[config.mk]
export PLATFORM = sky130hd
export DESIGN_NAME = i2c_slave_data_timeout
export DESIGN_NICKNAME = d
export VERILOG_FILES = /design/src/i2c_tmo_pkg.sv /design/src/i2c_slave_data_timeout.sv
export SDC_FILE = /design/constraint.sdc
export NUM_CORES = 1
export LEC_CHECK = 0
export BUFFER_PORTS_ARGS = -buffer_cell sky130_fd_sc_hd__buf_2
export CAP_MARGIN = 20
export CORE_MARGIN = 3
export CORE_UTILIZATION = 40
export DETAILED_ROUTE_END_ITERATION = 12
export GPL_ROUTABILITY_DRIVEN = 0
export PLACE_DENSITY = 0.65
export SLEW_MARGIN = 5
export SYNTH_ARGS = -nofsm -noshare
export SYNTH_HDL_FRONTEND = slang
export SYNTH_SLANG_ARGS = --single-unit
[constraint.sdc]
create_clock -name pclk -period 4.1 [get_ports pclk]
set_input_delay 0 -clock pclk [delete_from_list [all_inputs] [get_ports pclk]]
set_output_delay 0 -clock pclk [all_outputs]
set_load 0.01 [all_outputs]
[src/i2c_tmo_pkg.sv]
// Constants, register map and state codes for the two-wire slave.
// Assumes one 25 MHz pclk; APB register access with 8-bit addresses.
// Contract
// - Data bytes eight bits, MSB first
// - Receiver drives low acknowledge after each byte
// - Transmitter releases data line on no acknowledge
// - Bytes pass through the serial data buffer
// - Receiver drives ack-to-send bit on ninth clock
// - Transmitter checks master acknowledge before next byte
// - Clock held low until buffer serviced
// - Time-out counter starts on address match
// - Serial clock falling edge clears counter
// - Time-out when count exceeds selected period
// - Stop condition halts time-out counting
// - Overflow stops counter, clears enable, sets flag
// - Time-out raises the shared bus interrupt
// - Time-out resets bus logic and second control
// - Software may clear the time-out flag
// - Period is (select plus one) times 32
// - Enable bit 7, select bits 5-0, reset zero
// - Bit 6 reads time-out status
// - Address match captures direction, acks, sets flag
// - Interrupt sources told apart by flags
package i2c_tmo_pkg;
  localparam logic [7:0] ADDR_DATA = 8'h00;
  localparam logic [7:0] ADDR_OWN = 8'h04;
  localparam logic [7:0] ADDR_CTL1 = 8'h08;
  localparam logic [7:0] ADDR_CTL2 = 8'h0c;
  localparam logic [7:0] ADDR_TMO = 8'h10;
  localparam int TMO_EN_BIT = 7;
  localparam int TMO_FLAG_BIT = 6;
  localparam int C2_IRQ_BIT = 7;
  localparam int C2_MATCH_BIT = 6;
  localparam int C2_TXDIR_BIT = 4;
  localparam int C2_ACKTX_BIT = 3;
  localparam int C2_RW_BIT = 2;
  localparam int C2_MACK_BIT = 0;
  localparam int C1_EN_BIT = 0;
  localparam int SUB_DIV = 32;
  localparam logic [3:0] BYTE_END = 4'h8;
  typedef enum logic [2:0] {
    ST_IDLE = 3'b000,
    ST_ADDR = 3'b001,
    ST_AACK = 3'b010,
    ST_HOLD = 3'b011,
    ST_RX = 3'b100,
    ST_RACK = 3'b101,
    ST_TX = 3'b110,
    ST_TACK = 3'b111
  } bus_state_t;
endpackage

[src/i2c_slave_data_timeout.sv]
// Two-wire bus slave: byte transfer, acknowledge, clock stretch, time-out.
// Assumes scl_in, sda_in and subclk already synchronous to pclk.
//
// Our own choices: the placing of the registers and the APB register port.
module i2c_slave_data_timeout import i2c_tmo_pkg::*; #(
  parameter int SUB_DIV_P = SUB_DIV
) (
  // Clock and reset
  input wire logic pclk,
  input wire logic presetn,
  // APB slave
  input wire logic psel,
  input wire logic penable,
  input wire logic pwrite,
  input wire logic [7:0] paddr,
  input wire logic [31:0] pwdata,
  output logic [31:0] prdata,
  output logic pready,
  output logic pslverr,
  // Serial clock, open drain
  input wire logic scl_in,
  output logic scl_out,
  output logic scl_oe,
  // Serial data, open drain
  input wire logic sda_in,
  output logic sda_out,
  output logic sda_oe,
  // Low-speed sub-clock and interrupt
  input wire logic subclk,
  output logic irq
);
  localparam int PW = $clog2(SUB_DIV_P);

  // Power of two only; the prescaler still compares against SUB_DIV_P - 1 to wrap
  if (SUB_DIV_P < 2 || (1 << PW) != SUB_DIV_P) begin : g_div_check
    $error("SUB_DIV_P must be a power of two of at least 2");
  end

  bus_state_t state_r;
  logic [3:0] cnt_r;
  logic [7:0] shift_r;
  logic sda_low_r;
  logic scl_q, sda_q, sub_q;
  logic [7:0] data_buf_r;
  logic [6:0] own_addr_r;
  logic if_en_r;
  logic to_en_r, to_flag_r;
  logic [5:0] to_sel_r;
  logic tx_dir_r, ack_tx_r, match_r, rw_r, mack_r, irq_r;
  logic tmo_run_r;
  logic [PW-1:0] pre_r;
  logic [6:0] tmo_cnt_r;

  logic scl_rise, scl_fall, start_det, stop_det;
  logic acc, wr_data, rd_data, rel_p;
  logic match_p, rx_load, byte_p, tick, tmo_fire;

  assign scl_rise = scl_in & ~scl_q;
  assign scl_fall = ~scl_in & scl_q;
  assign start_det = scl_in & scl_q & sda_q & ~sda_in;
  assign stop_det = scl_in & scl_q & ~sda_q & sda_in;

  assign acc = psel & penable;
  assign wr_data = acc & pwrite & (paddr == ADDR_DATA);
  assign rd_data = acc & ~pwrite & (paddr == ADDR_DATA);
  // Only the access matching the direction frees the stretched clock
  assign rel_p = (state_r == ST_HOLD) &
                 ((tx_dir_r & wr_data) | (~tx_dir_r & rd_data));

  assign match_p = (state_r == ST_ADDR) & scl_fall & (cnt_r == BYTE_END) &
                   (shift_r[7:1] == own_addr_r);
  assign rx_load = (state_r == ST_RX) & scl_fall & (cnt_r == BYTE_END);
  assign byte_p = rx_load | ((state_r == ST_TACK) & scl_fall);

  assign tick = sub_q == 1'b0 && subclk &&
                pre_r == PW'(SUB_DIV_P - 1);
  // A clock fall in the firing cycle wins: it clears the count first
  assign tmo_fire = tmo_run_r & to_en_r & tick & ~scl_fall &
                    (tmo_cnt_r == {1'b0, to_sel_r});

  // Open drain: the pins only ever pull low
  assign scl_out = 1'b0;
  assign sda_out = 1'b0;
  assign scl_oe = (state_r == ST_HOLD);
  assign sda_oe = sda_low_r;
  assign irq = irq_r;
  assign pready = 1'b1;

  always_ff @(posedge pclk or negedge presetn) begin
    if (!presetn) begin
      scl_q <= 1'b1;
      sda_q <= 1'b1;
      sub_q <= 1'b0;
    end else begin
      scl_q <= scl_in;
      sda_q <= sda_in;
      sub_q <= subclk;
    end
  end

  // Bus state machine
  always_ff @(posedge pclk or negedge presetn) begin
    if (!presetn) begin
      state_r <= ST_IDLE;
      cnt_r <= 4'h0;
      shift_r <= 8'h00;
      sda_low_r <= 1'b0;
    end else if (tmo_fire || !if_en_r) begin
      state_r <= ST_IDLE;
      sda_low_r <= 1'b0;
    end else if (start_det) begin
      state_r <= ST_ADDR;
      cnt_r <= 4'h0;
      sda_low_r <= 1'b0;
    end else if (stop_det) begin
      state_r <= ST_IDLE;
      sda_low_r <= 1'b0;
    end else begin
      case (state_r)
        ST_ADDR: begin
          if (scl_rise) begin
            shift_r <= {shift_r[6:0], sda_in};
            cnt_r <= cnt_r + 4'h1;
          end else if (scl_fall && cnt_r == BYTE_END) begin
            if (match_p) begin
              state_r <= ST_AACK;
              sda_low_r <= 1'b1;
            end else begin
              state_r <= ST_IDLE;
            end
          end
        end
        ST_AACK: begin
          if (scl_fall) begin
            sda_low_r <= 1'b0;
            state_r <= ST_HOLD;
          end
        end
        ST_HOLD: begin
          if (rel_p) begin
            cnt_r <= 4'h0;
            if (tx_dir_r) begin
              shift_r <= pwdata[7:0];
              sda_low_r <= ~pwdata[7];
              state_r <= ST_TX;
            end else begin
              state_r <= ST_RX;
            end
          end
        end
        ST_RX: begin
          if (scl_rise) begin
            shift_r <= {shift_r[6:0], sda_in};
            cnt_r <= cnt_r + 4'h1;
          end else if (scl_fall && cnt_r == BYTE_END) begin
            sda_low_r <= ~ack_tx_r;
            state_r <= ST_RACK;
          end
        end
        ST_RACK: begin
          if (scl_fall) begin
            sda_low_r <= 1'b0;
            state_r <= ST_HOLD;
          end
        end
        ST_TX: begin
          if (scl_rise) begin
            cnt_r <= cnt_r + 4'h1;
          end else if (scl_fall) begin
            if (cnt_r == BYTE_END) begin
              sda_low_r <= 1'b0;
              state_r <= ST_TACK;
            end else begin
              shift_r <= {shift_r[6:0], 1'b0};
              sda_low_r <= ~shift_r[6];
            end
          end
        end
        ST_TACK: begin
          if (scl_fall) begin
            cnt_r <= 4'h0;
            // No acknowledge: line stays released until stop
            state_r <= mack_r ? ST_IDLE : ST_HOLD;
          end
        end
        default: state_r <= ST_IDLE;
      endcase
    end
  end

  // Serial data buffer survives a time-out
  always_ff @(posedge pclk or negedge presetn) begin
    if (!presetn) begin
      data_buf_r <= 8'h00;
    end else if (rx_load) begin
      data_buf_r <= shift_r;
    end else if (wr_data) begin
      data_buf_r <= pwdata[7:0];
    end
  end

  always_ff @(posedge pclk or negedge presetn) begin
    if (!presetn) begin
      own_addr_r <= 7'h00;
      if_en_r <= 1'b0;
    end else if (acc && pwrite) begin
      if (paddr == ADDR_OWN) begin
        own_addr_r <= pwdata[6:0];
      end
      if (paddr == ADDR_CTL1) begin
        if_en_r <= pwdata[C1_EN_BIT];
      end
    end
  end

  // Second control: back to reset values on time-out, pending bit set
  always_ff @(posedge pclk or negedge presetn) begin
    if (!presetn) begin
      tx_dir_r <= 1'b0;
      ack_tx_r <= 1'b0;
      match_r <= 1'b0;
      rw_r <= 1'b0;
      mack_r <= 1'b0;
      irq_r <= 1'b0;
    end else if (tmo_fire) begin
      tx_dir_r <= 1'b0;
      ack_tx_r <= 1'b0;
      match_r <= 1'b0;
      rw_r <= 1'b0;
      mack_r <= 1'b0;
      irq_r <= 1'b1;
    end else begin
      if (acc && pwrite && paddr == ADDR_CTL2) begin
        tx_dir_r <= pwdata[C2_TXDIR_BIT];
        ack_tx_r <= pwdata[C2_ACKTX_BIT];
        if (pwdata[C2_IRQ_BIT]) begin
          irq_r <= 1'b0;
        end
      end
      if (rel_p || stop_det) begin
        match_r <= 1'b0;
      end
      if (match_p) begin
        match_r <= 1'b1;
        rw_r <= shift_r[0];
      end
      if (state_r == ST_TACK && scl_rise) begin
        mack_r <= sda_in;
      end
      // Set wins over the write-one clear
      if (match_p || byte_p) begin
        irq_r <= 1'b1;
      end
    end
  end

  // Time-out control register
  always_ff @(posedge pclk or negedge presetn) begin
    if (!presetn) begin
      to_en_r <= 1'b0;
      to_flag_r <= 1'b0;
      to_sel_r <= 6'h00;
    end else begin
      if (acc && pwrite && paddr == ADDR_TMO) begin
        to_en_r <= pwdata[TMO_EN_BIT];
        to_flag_r <= pwdata[TMO_FLAG_BIT];
        to_sel_r <= pwdata[5:0];
      end
      if (tmo_fire) begin
        to_en_r <= 1'b0;
        to_flag_r <= 1'b1;
      end
    end
  end

  always_ff @(posedge pclk or negedge presetn) begin
    if (!presetn) begin
      tmo_run_r <= 1'b0;
    end else if (tmo_fire || stop_det || !to_en_r) begin
      tmo_run_r <= 1'b0;
    end else if (match_p) begin
      tmo_run_r <= 1'b1;
    end
  end

  // Sub-clock divided down, restarted by every serial clock fall
  always_ff @(posedge pclk or negedge presetn) begin
    if (!presetn) begin
      pre_r <= '0;
      tmo_cnt_r <= 7'h00;
    end else if (!to_en_r || !tmo_run_r || scl_fall) begin
      pre_r <= '0;
      tmo_cnt_r <= 7'h00;
    end else if (!sub_q && subclk) begin
      if (pre_r == PW'(SUB_DIV_P - 1)) begin
        pre_r <= '0;
        tmo_cnt_r <= tmo_cnt_r + 7'h01;
      end else begin
        pre_r <= pre_r + PW'(1);
      end
    end
  end

  // Read data captured in setup so the access phase needs no wait
  always_ff @(posedge pclk or negedge presetn) begin
    if (!presetn) begin
      prdata <= 32'h0;
      pslverr <= 1'b0;
    end else if (psel && !penable) begin
      pslverr <= 1'b0;
      case (paddr)
        ADDR_DATA: prdata <= {24'h0, data_buf_r};
        ADDR_OWN: prdata <= {25'h0, own_addr_r};
        ADDR_CTL1: prdata <= {31'h0, if_en_r};
        ADDR_CTL2: prdata <= {24'h0, irq_r, match_r, 1'b0, tx_dir_r,
                              ack_tx_r, rw_r, 1'b0, mack_r};
        ADDR_TMO: prdata <= {24'h0, to_en_r, to_flag_r, to_sel_r};
        default: begin
          prdata <= 32'h0;
          pslverr <= 1'b1;
        end
      endcase
    end
  end
endmodule

**After elaboration in Yosys (flattened, before gate mapping)**

Cells that the tools add are included.

- Memory bits (read-only): 0
- Latch bits: 0
- Output and inout bits: 39
- Bits in registers: 95
- Memory bits (writable): 0
- Input bits: 48
- Word-level logic and storage cells: 228
- Memories kept: 0

- Shift-type cells: 0
- Eq/ne operators: 37
- Magnitude comparators: 0
- Bitwise operators: 41
- $add $sub $neg: 3
- Reductions and logical operators: 48
- Multiply operators: 0
- Muxes and demuxes: 75
- Div/mod/pow operators: 0

Operators by type and width:

| cell | number |
|---|---|
| $mux 8 | 8 |
| $pmux 8 s5 | 1 |
| $mux 3 | 13 |
| $mux 1 | 35 |
| $and 1x1->1 | 25 |
| $pmux 8 s3 | 1 |
| $mux 7 | 3 |
| $mux 4 | 5 |
| $ne 5x5->1 const B | 4 |
| $reduce_and 10->1 | 2 |
| $pmux 3 s6 | 1 |
| $eq 8x4->1 const B | 2 |
| $reduce_bool 2->1 | 8 |
| $mux 5 | 3 |
| $ne 5x1->1 const B | 3 |
| $ne 5x4->1 const B | 3 |
| $not 1->1 | 14 |
| $eq 3x3->1 const B | 4 |
| $pmux 4 s3 | 1 |
| $reduce_bool 3->1 | 4 |
| $reduce_and 11->1 | 1 |
| $ne 5x3->1 const B | 2 |
| $logic_and 1x1->1 | 9 |
| $eq 8x3->1 const B | 1 |
| other kinds (27) | 51 |

**Longest topological paths before layout**

Gate-level depths: netlist of run 1.

- Depth after elaboration: 12
- Depth in mapped cells: 9
- Mapped depth without buffers: 8

**Worst setup path before layout of run 1**

Ideal clock, no wire load.

- Kind: flip-flop to flip-flop
- From: register pre_r[0]
- To: register state_r[0]
- Setup slack: 1623 ps
- Clock period less this slack: 2477 ps
- Required time: 3975 ps
- Data arrival time: 2352 ps
- Stages on the path, launching flop included: 10
- Path through: dfrtp_1 > ha_1 > and3_1 > ha_1 > nand4bb_1 > or4_1 > nor4b_4 > buf_2 > nor3b_1 > mux2_2

- Cells in the longest elaborated chain, start to end: 8

RTL lines:

| element | RTL line | text |
|---|---|---|
| start, declared | i2c_slave_data_timeout.sv:51 | `logic [PW-1:0] pre_r;` |
| start signal, assigned | i2c_slave_data_timeout.sv:299 | `pre_r <= pre_r + PW'(1);` |
| $eq 5x5->1 (*) | i2c_slave_data_timeout.sv:76 | `pre_r == PW'(SUB_DIV_P - 1);` |
| $logic_and 1x1->1 (*) | i2c_slave_data_timeout.sv:75 | `assign tick = sub_q == 1'b0 && subclk &&` |
| $and 1x1->1 (*) (3 in a row) | i2c_slave_data_timeout.sv:78 | `assign tmo_fire = tmo_run_r & to_en_r & tick & ~scl_fall &` |
| $logic_or 1x1->1 (*) | i2c_slave_data_timeout.sv:108 | `end else if (tmo_fire \|\| !if_en_r) begin` |
| $ne 5x3->1 (no source line), or another cell as far along | n/a |  |
| $reduce_and 10->1 (no source line) | n/a |  |
| end signal, assigned | i2c_slave_data_timeout.sv:183 | `state_r <= mack_r ? ST_IDLE : ST_HOLD;` |
| end, declared | i2c_slave_data_timeout.sv:39 | `bus_state_t state_r;` |

Every way passes the cells marked *; elsewhere a longest branch is shown, timed or not.
A chain may end at the register's enable or synchronous reset.

**Worst setup path after layout of run 1**

- From: register pre_r[0]
- To: register cnt_r[0]

- Cells in the longest elaborated chain, start to end: 8

RTL lines:

| element | RTL line | text |
|---|---|---|
| $eq 5x5->1 | i2c_slave_data_timeout.sv:76 |  |
| $logic_and 1x1->1 | i2c_slave_data_timeout.sv:75 |  |
| $and 1x1->1 (3 in a row) | i2c_slave_data_timeout.sv:78 |  |
| $logic_or 1x1->1 | i2c_slave_data_timeout.sv:108 |  |
| $not 1->1 (no source line) | n/a |  |
| $reduce_and 6->1 (no source line) | n/a |  |
| end signal, assigned | i2c_slave_data_timeout.sv:123 | `cnt_r <= cnt_r + 4'h1;` |
| end signal, assigned | i2c_slave_data_timeout.sv:154 | `cnt_r <= cnt_r + 4'h1;` |
| end signal, assigned | i2c_slave_data_timeout.sv:168 | `cnt_r <= cnt_r + 4'h1;` |
| end, declared | i2c_slave_data_timeout.sv:40 | `logic [3:0] cnt_r;` |

Every way passes these cells.

==> results of run 1 <==
## placed cells by master, fill, tap and decap left out, drive strengths merged, types with 2 or more instances in the layout
cell type / netlist / layout
nand3b: 3 / 3
and3: 4 / 4
nor3b: 3 / 3
buf: 34 / 38
inv: 7 / 8
dfrtp: 69 / 69
nand2b: 10 / 10
a221oi: 4 / 4
nand4b: 4 / 4
a222oi: 4 / 4
conb: 2 / 27
o22a: 2 / 2
a22o: 4 / 4
nor2: 35 / 35
a211oi: 3 / 3
nand2: 29 / 29
mux2i: 17 / 17
clkbuf: 7 / 10
bufinv: 0 / 2
o32ai: 3 / 3
dfstp: 2 / 2
and3b: 2 / 2
nor4: 5 / 5
nor3: 6 / 6
or4: 5 / 5
a21oi: 21 / 21
clkinv: 0 / 3
nand3: 12 / 12
ha: 5 / 5
nand4: 5 / 5
xor2: 9 / 9
xnor2: 12 / 12
a21boi: 2 / 2
or3: 3 / 3
or2: 3 / 3
mux2: 32 / 32
and4: 3 / 3
o21ai: 17 / 17
dlygate4sd3: 0 / 10
nor2b: 4 / 4
## per-stage QoR
| step | total power (W) | hold slack (ps) |
|---|---|---|
| after floorplan | 0.000787 | -296 |
| after global placement | 0.000811 | 161 |
| after detailed placement | 0.000813 | 159 |
| after CTS | 0.00143 | 4.65 |
| after global routing | 0.00148 | 12.0 |
| final | 0.00143 | 2.00 |
## cell families (layout without fill, tap and decap cells)
| family | count (synthesis) | count (layout) | share of synthesized area [%] |
|---|---|---|---|
| buf+inv | 48 | 71 | 6.95 |
| flops | 71 | 71 | 42.6 |
| xor+xnor | 21 | 21 | 4.41 |
| mux | 49 | 49 | 12.7 |
| other cells | 2 | 27 | 0.180 |
| simple gates | 141 | 141 | 19.4 |
| compound gates | 74 | 74 | 12.2 |
| fa+ha+maj | 5 | 5 | 1.50 |
## power by group through the flow
stage          combinational (W)  sequential, W  clock [W]
2_1_floorplan          0.0000607       0.000726          0
3_3_place_gp           0.0000824       0.000728          0
3_5_place_dp           0.0000841       0.000728          0
4_1_cts                0.0000917       0.000715   0.000627
5_1_grt                 0.000103       0.000716   0.000658
6_report               0.0000916       0.000715   0.000623
## metal layers
| layer | vias up | GRT usage, % |
|---|---|---|
| li1 | 1521 | - |
| met1 | 1620 | 26.0 |
| met2 | 132 | 26.8 |
| met3 | 13 | 3.76 |
| met4 | 0 | 6.13 |
| met5 | - | 0 |
## final timing paths
check	slack [ps]	cells past startpoint	endpoint	from
max in group asynchronous	2820	3	prdata[2]	presetn
worst min-delay path	2	2	own_addr_r[0]	pwdata[0]
worst max register to register	1210	9	cnt_r[0]	pre_r[0]
worst max-delay path	1210	9	cnt_r[0]	pre_r[0]
worst min register to register	480	2	prdata[0]	prdata[0]
min in group asynchronous	340	2	shift_r[1]	presetn
## area by class of cell
class | instances | area [um2]
repair buffers | 48 | 298
clock buffers | 10 | 128
well taps | 133 | 166
clock inverters | 6 | 83.8
fillers | 924 | 5270
inverters | 7 | 26.3
flip-flops and latches | 71 | 1780
multi-input cells | 317 | 2200
## registers in the layout (all words and copies together) (netlist names), 3 cells and up
signal	cells
cnt_r	4
data_buf_r	8
own_addr_r	7
prdata	8
pre_r	5
shift_r	8
state_r	3
tmo_cnt_r	7
to_sel_r	6
## critical path, stage by stage, from the launching register on
cell       delay, ps
dfrtp_1          390
ha_1             190
and3_1           160
ha_1             250
nand4bb_1        120
or4_1            460
nor4b_4          570
buf_4            270
nor3_1            80
mux2_2           280
==> summary.md, run 1 <==
| Metric | Value |
|---|---|
| Outcome | finished clean |
| Largest net degree at the start of global routing | 44 |
| Layout Cells excl Fill | just under 600 |
| P_leak | ~2.2 nW |
| Hold Crit Class | primary input to register |
| Max cap viols | 0 |
| DR vias/cell | 5.55 |
| Initial Utilization | 41.9% |
| Clock latency on the worst-skew pair | 360 ps |
| DR top layer | met4 |
| Cell area after synthesis | 4170 um2 |
| P per Cell Area | between 300 and 400 nW/um2 |
| Clk_skew | between 10 and 15 ps |
| N_diodes | 0 |
| CORE AREA | 9950 um2 |
| CTS max path bufs | 2 |
| WP data arrival | around 3100 ps |
| Syn Area/Cell | ~10 um2 |
| Sequential share of power | about half |
| Htree depth | 3 |
| Number of distinct library cells after synthesis | 65 |
| Post-synthesis sequential element count | 71 |
| RSZ-0062 raised after global routing | no |
| Final ANT Viol Nets | 0 |
| Worst Tran Pin Value | between 900 and 1000 ps |
| Crit. End Element | register |
| WL final | 10.0 mm |
| Place WS | between 1000 and 1500 ps |
| TritonCTS clock tree | built |
| Final core utilization | a little under half |
| Synth top area cells | dfrtp_1 41%, mux2_2 8.6%, buf_4 4.9%, mux2i_1 4.1%, nor2_1 3.1% |
| Global-route wire length before repair | ~16 mm |
| Io pins | 87 |
| Final setup violation count | 0 |
| Setup Crit Path Kind | register to register |
| Worst Path Max Fanout | 8 |
| CTS root buffer | clkbuf_8 |
| Die ar. | ~12000 um2 |
| Grt total ovfl | 0 |
| Pre-antenna DRT Iters | 5 |
| Met2 WL | 4.37 mm |
| Worst path required time | between 4000 and 5000 ps |
| Count leader, synth | dfrtp_1 |
| Fraction of registers with async set or reset after synthesis | between 90% and 100% |
| Top post-synthesis cells by count | 69 x dfrtp_1, 35 x nor2_1, 32 x mux2_2, 29 x nand2_1, 27 x buf_4 |
| Total negative slack | 0 ps |
| Max Clk Rate | about 350 MHz |
| Clk pwr share | between 40 and 50% |
| Net Sw Power | ~0.00035 W |
| Comb power frac | under 10% |
| IO Port Bufs | 35 |
| Vias in the first global route | 3100 |
| Setup bufs post-CTS | 0 |
| Switching Share | between 20% and 30% |
| CTS Buf Count | 9 |
| Worst setup SP type | register |
| Hold-fix buffers at CTS | 10 |
| Met3 Routed Length | 627 um |
| Syn. warnings | 0 |
| GRT Overall Usage | 18.0% |
| Internal | about 0.0011 W |
| Drt drc | 0 |
| Die X | between 100 and 150 um |
| Synth Flop Type | dfrtp_1 |
| Min Tclk post-route | 2890 ps |
| Initial antenna violation count | 0 |
| Placed cell area | 4370 um2 |
| Clk sinks | just over 70 |
| Die Y | 108 um |
| Placed Cells incl. Taps | 566 |
| Final Net Count | between 500 and 600 |
| EDFF count, synth | 0 |
| Clk pin slew, worst setup/hold paths | ~80 ps |
| Post-synth top area share | 41.4% |
| Layout cells sized above 1 | ~22% |
| # rows | 36 |
| Leading area contributor after synthesis | dfrtp_1 |
| Period Utilization, post-route | a little over two thirds |
| Slew Viols, Final | 0 |
| Cell count after synthesis | a little over 400 |
| Rel. slew slack | 35.2% |
| M1 WL | around 4.9 mm |
| DR WL/cell | ~17 um |
| Fin area | approximately 4700 um2 |
| Peak supply drop | ~0.18 mV |
| Sequential fraction of the synthesis area | between 40% and 50% |
| Worst setup margin | 1210 ps |
| Post-CTS sizing | 0 |
| Area Overhead vs Synth | 12.3% |
| Vias | between 3000 and 4000 |
| 1st-iter DRT viols | about 320 |
| Fin. Hold Viols | 0 |
| Post-DP HPWL | 7.27 mm |
No activity file was read; power rests on OpenSTA's default activity.
==> run 2, diff against run 1 <==
==> constraint.sdc (replaced) <==
create_clock -name pclk -period 2.95 [get_ports pclk]
set_input_delay 0 -clock pclk [delete_from_list [all_inputs] [get_ports pclk]]
set_output_delay 0 -clock pclk [all_outputs]
set_load 0.01 [all_outputs]
==> summary.md, run 2 (synthesis gave the netlist of run 1 again) <==
| Metric | Value |
|---|---|
| Outcome | finished clean (unchanged) |
| Largest net degree at the start of global routing | 72 (was 44) |
| WL final | 10.0 mm (about the same) |
| Total negative slack | 0 ps (unchanged) |
| N_diodes | 0 (unchanged) |
| Clk pin slew, worst setup/hold paths | 80 ps (about the same) |
| Rel. slew slack | 39.5% (was 35.2%) |
| Global-route wire length before repair | 16.2 mm (about the same) |
| CTS root buffer | clkbuf_8 (unchanged) |
| Worst Tran Pin Value | 908 ps (was 972 ps) |
| HP Start | paddr[3] (was pwdata[0]) |
| Layout cells sized above 1 | 23.0% (was 21.6%) |
| Worst Path Max Fanout | 8 (unchanged) |
| Place WS | 319 ps (was 1220 ps) |
| TritonCTS clock tree | built (unchanged) |
| Max cap viols | 0 (unchanged) |
| CTS max path bufs | 2 (unchanged) |
| Htree depth | 3 (unchanged) |
| Peak supply drop | 0.195 mV (was 0.183 mV) |
| GRT Overall Usage | 18.0% (about the same) |
| Post-CTS sizing | 0 (unchanged) |
| Min Hold Slack | 59.5 ps (was 2.00 ps) |
| Final Net Count | 518 (was 507) |
| Die ar. | 11700 um2 (unchanged) |
| Worst setup SP type | register (unchanged) |
| Setup bufs post-CTS | 0 (unchanged) |
| Vias in the first global route | 3086 (was 3100) |
| Grt total ovfl | 0 (unchanged) |
| Reg-to-reg startpoint | pre_r[0] (unchanged) |
| Crit-path most repeated cell | ha_1 (unchanged) |
| Clk_skew | 11.1 ps (was 12.9 ps) |
| Fill cell count | 929 (was 924) |
| Setup Crit Path Kind | register to register (unchanged) |
| Die X | 108 um (unchanged) |
| Clock latency on the worst-skew pair | 360 ps (about the same) |
| Final core utilization | 48.1% (was 47.1%) |
| Slew Viols, Final | 0 (unchanged) |
| Io pins | 87 (unchanged) |
| DR vias/cell | 5.41 (was 5.55) |
| Initial Utilization | 41.9% (unchanged) |
| Final ANT Viol Nets | 0 (unchanged) |
| CORE AREA | 9950 um2 (unchanged) |
| Worst setup margin | 316 ps (was 1210 ps) |
| Vias | 3265 (was 3286) |
| Final setup violation count | 0 (unchanged) |
| WP data arrival | 2880 ps (was 3140 ps) |
| P_leak | 2.25 nW (was 2.20 nW) |
| Crit-path cells | ha_1, and3_1, ha_1, nand4bb_1, or4_1, nor4b_4, buf_4, nor4_4, mux2_2 (was ha_1, and3_1, ha_1, nand4bb_1, or4_1, nor4b_4, buf_4, nor3_1, mux2_2) |
| Die Y | 108 um (unchanged) |
| P per Cell Area | 419 nW/um2 (was 305 nW/um2) |
| Worst setup startpoint | pre_r[0] (unchanged) |
| Min Tclk post-route | 2630 ps (was 2890 ps) |
| Period Utilization, post-route | 89.3% (was 70.6%) |
| CTS Buf Count | 9 (unchanged) |
| DR WL/cell | 16.6 um (was 17.0 um) |
| Clk sinks | 71 (unchanged) |
| # rows | 36 (unchanged) |
| Area Overhead vs Synth | 14.6% (was 12.3%) |
| Fin. Hold Viols | 0 (unchanged) |
| 1st-iter DRT viols | 296 (was 323) |
| Max Clk Rate | 380 MHz (was 346 MHz) |
| Hold-fix buffers at CTS | 12 (was 10) |
| IO Port Bufs | 35 (unchanged) |
| Slowest cell delay on critical path | 450 ps (was 570 ps) |
| Worst path required time | 3190 ps (was 4350 ps) |
| Hold Crit Class | primary input to register (unchanged) |
| Drt drc | 0 (unchanged) |
| Commonest non-fill, non-tap cell in the layout | dfrtp_1 (unchanged) |
| RSZ-0062 raised after global routing | no (unchanged) |
| Critical path's slowest cell | or4_1 (was nor4b_4) |
| Commonest cells after routing, fill and taps aside | 69 x dfrtp_1, 35 x nor2_1, 35 x buf_2 (unchanged) |
| Post-DP HPWL | 7.27 mm (about the same) |
| Pre-antenna DRT Iters | 5 (unchanged) |
| Largest registers | data_buf_r x8, prdata x8, shift_r x8 (unchanged) |
| Initial antenna violation count | 0 (unchanged) |
| Crit. End Element | register (unchanged) |
-- run 2: cell types whose count changed in the layout (fill, tap and decap cells not counted), sizes merged --
cell,before,now
clkinv,3,2
inv,8,7
clkinvlp,0,1
dlygate4sd3,10,12
clkbuf,10,11
buf,38,47
-- run 2: cell type report --
type	count	area, um2	area share (%)
tap	133	166	3.48
multi-input combinational	317	2200	46.1
inverter	7	26.3	0.549
sequential	71	1780	37.2
clock buffer	11	141	2.96
clock inverter	5	81.3	1.70
timing repair buffer	59	385	8.05
-- run 2: per-stage QoR --
stage	instances	instance area (um2)	power, W
2_1_floorplan	436	4270	0.00109
3_3_place_gp	575	4440	0.00113
3_5_place_dp	575	4440	0.00113
4_1_cts	603	4780	0.00202
5_1_grt	603	4780	0.00208
6_report	603	4780	0.00201
-- run 2: path summary, 6_finish.rpt --
| path | to | slack, ps | cells past startpoint |
|---|---|---|---|
| worst max-delay path | shift_r[7] | 320 | 9 |
| worst min-delay path | if_en_r | 60 | 3 |
| worst max register to register | shift_r[7] | 320 | 9 |
| worst min register to register | prdata[3] | 480 | 2 |
| max in group asynchronous | cnt_r[1] | 1980 | 3 |
| min in group asynchronous | own_addr_r[5] | 390 | 3 |
-- run 2: critical path, delay by kind of cell, from the launching register on --
kind                     cells  cell delay [ps]
adder cells (fa/ha/maj)      2              370
buffers and inverters        1              250
flip-flops                   1              390
multiplexers                 1              290
AND/OR/NAND/NOR              5             1220
-- run 2: per-layer routing --
layer | global-route usage, % | up-vias | wire length (um)
met3 | 2.87 | 13 | 677
met5 | 0 | - | 0
met2 | 26.9 | 117 | 4500
met1 | 26.0 | 1590 | 4680
met4 | 7.03 | 0 | 164
li1 | - | 1545 | -
-- run 2: report_power, final --
| part | internal, W | switching, W | leakage (nW) |
|---|---|---|---|
| Clock | 0.000500 | 0.000385 | 0.110 |
| Sequential | 0.000984 | 0.00000984 | 0.970 |
| Combinational | 0.0000471 | 0.0000816 | 1.17 |
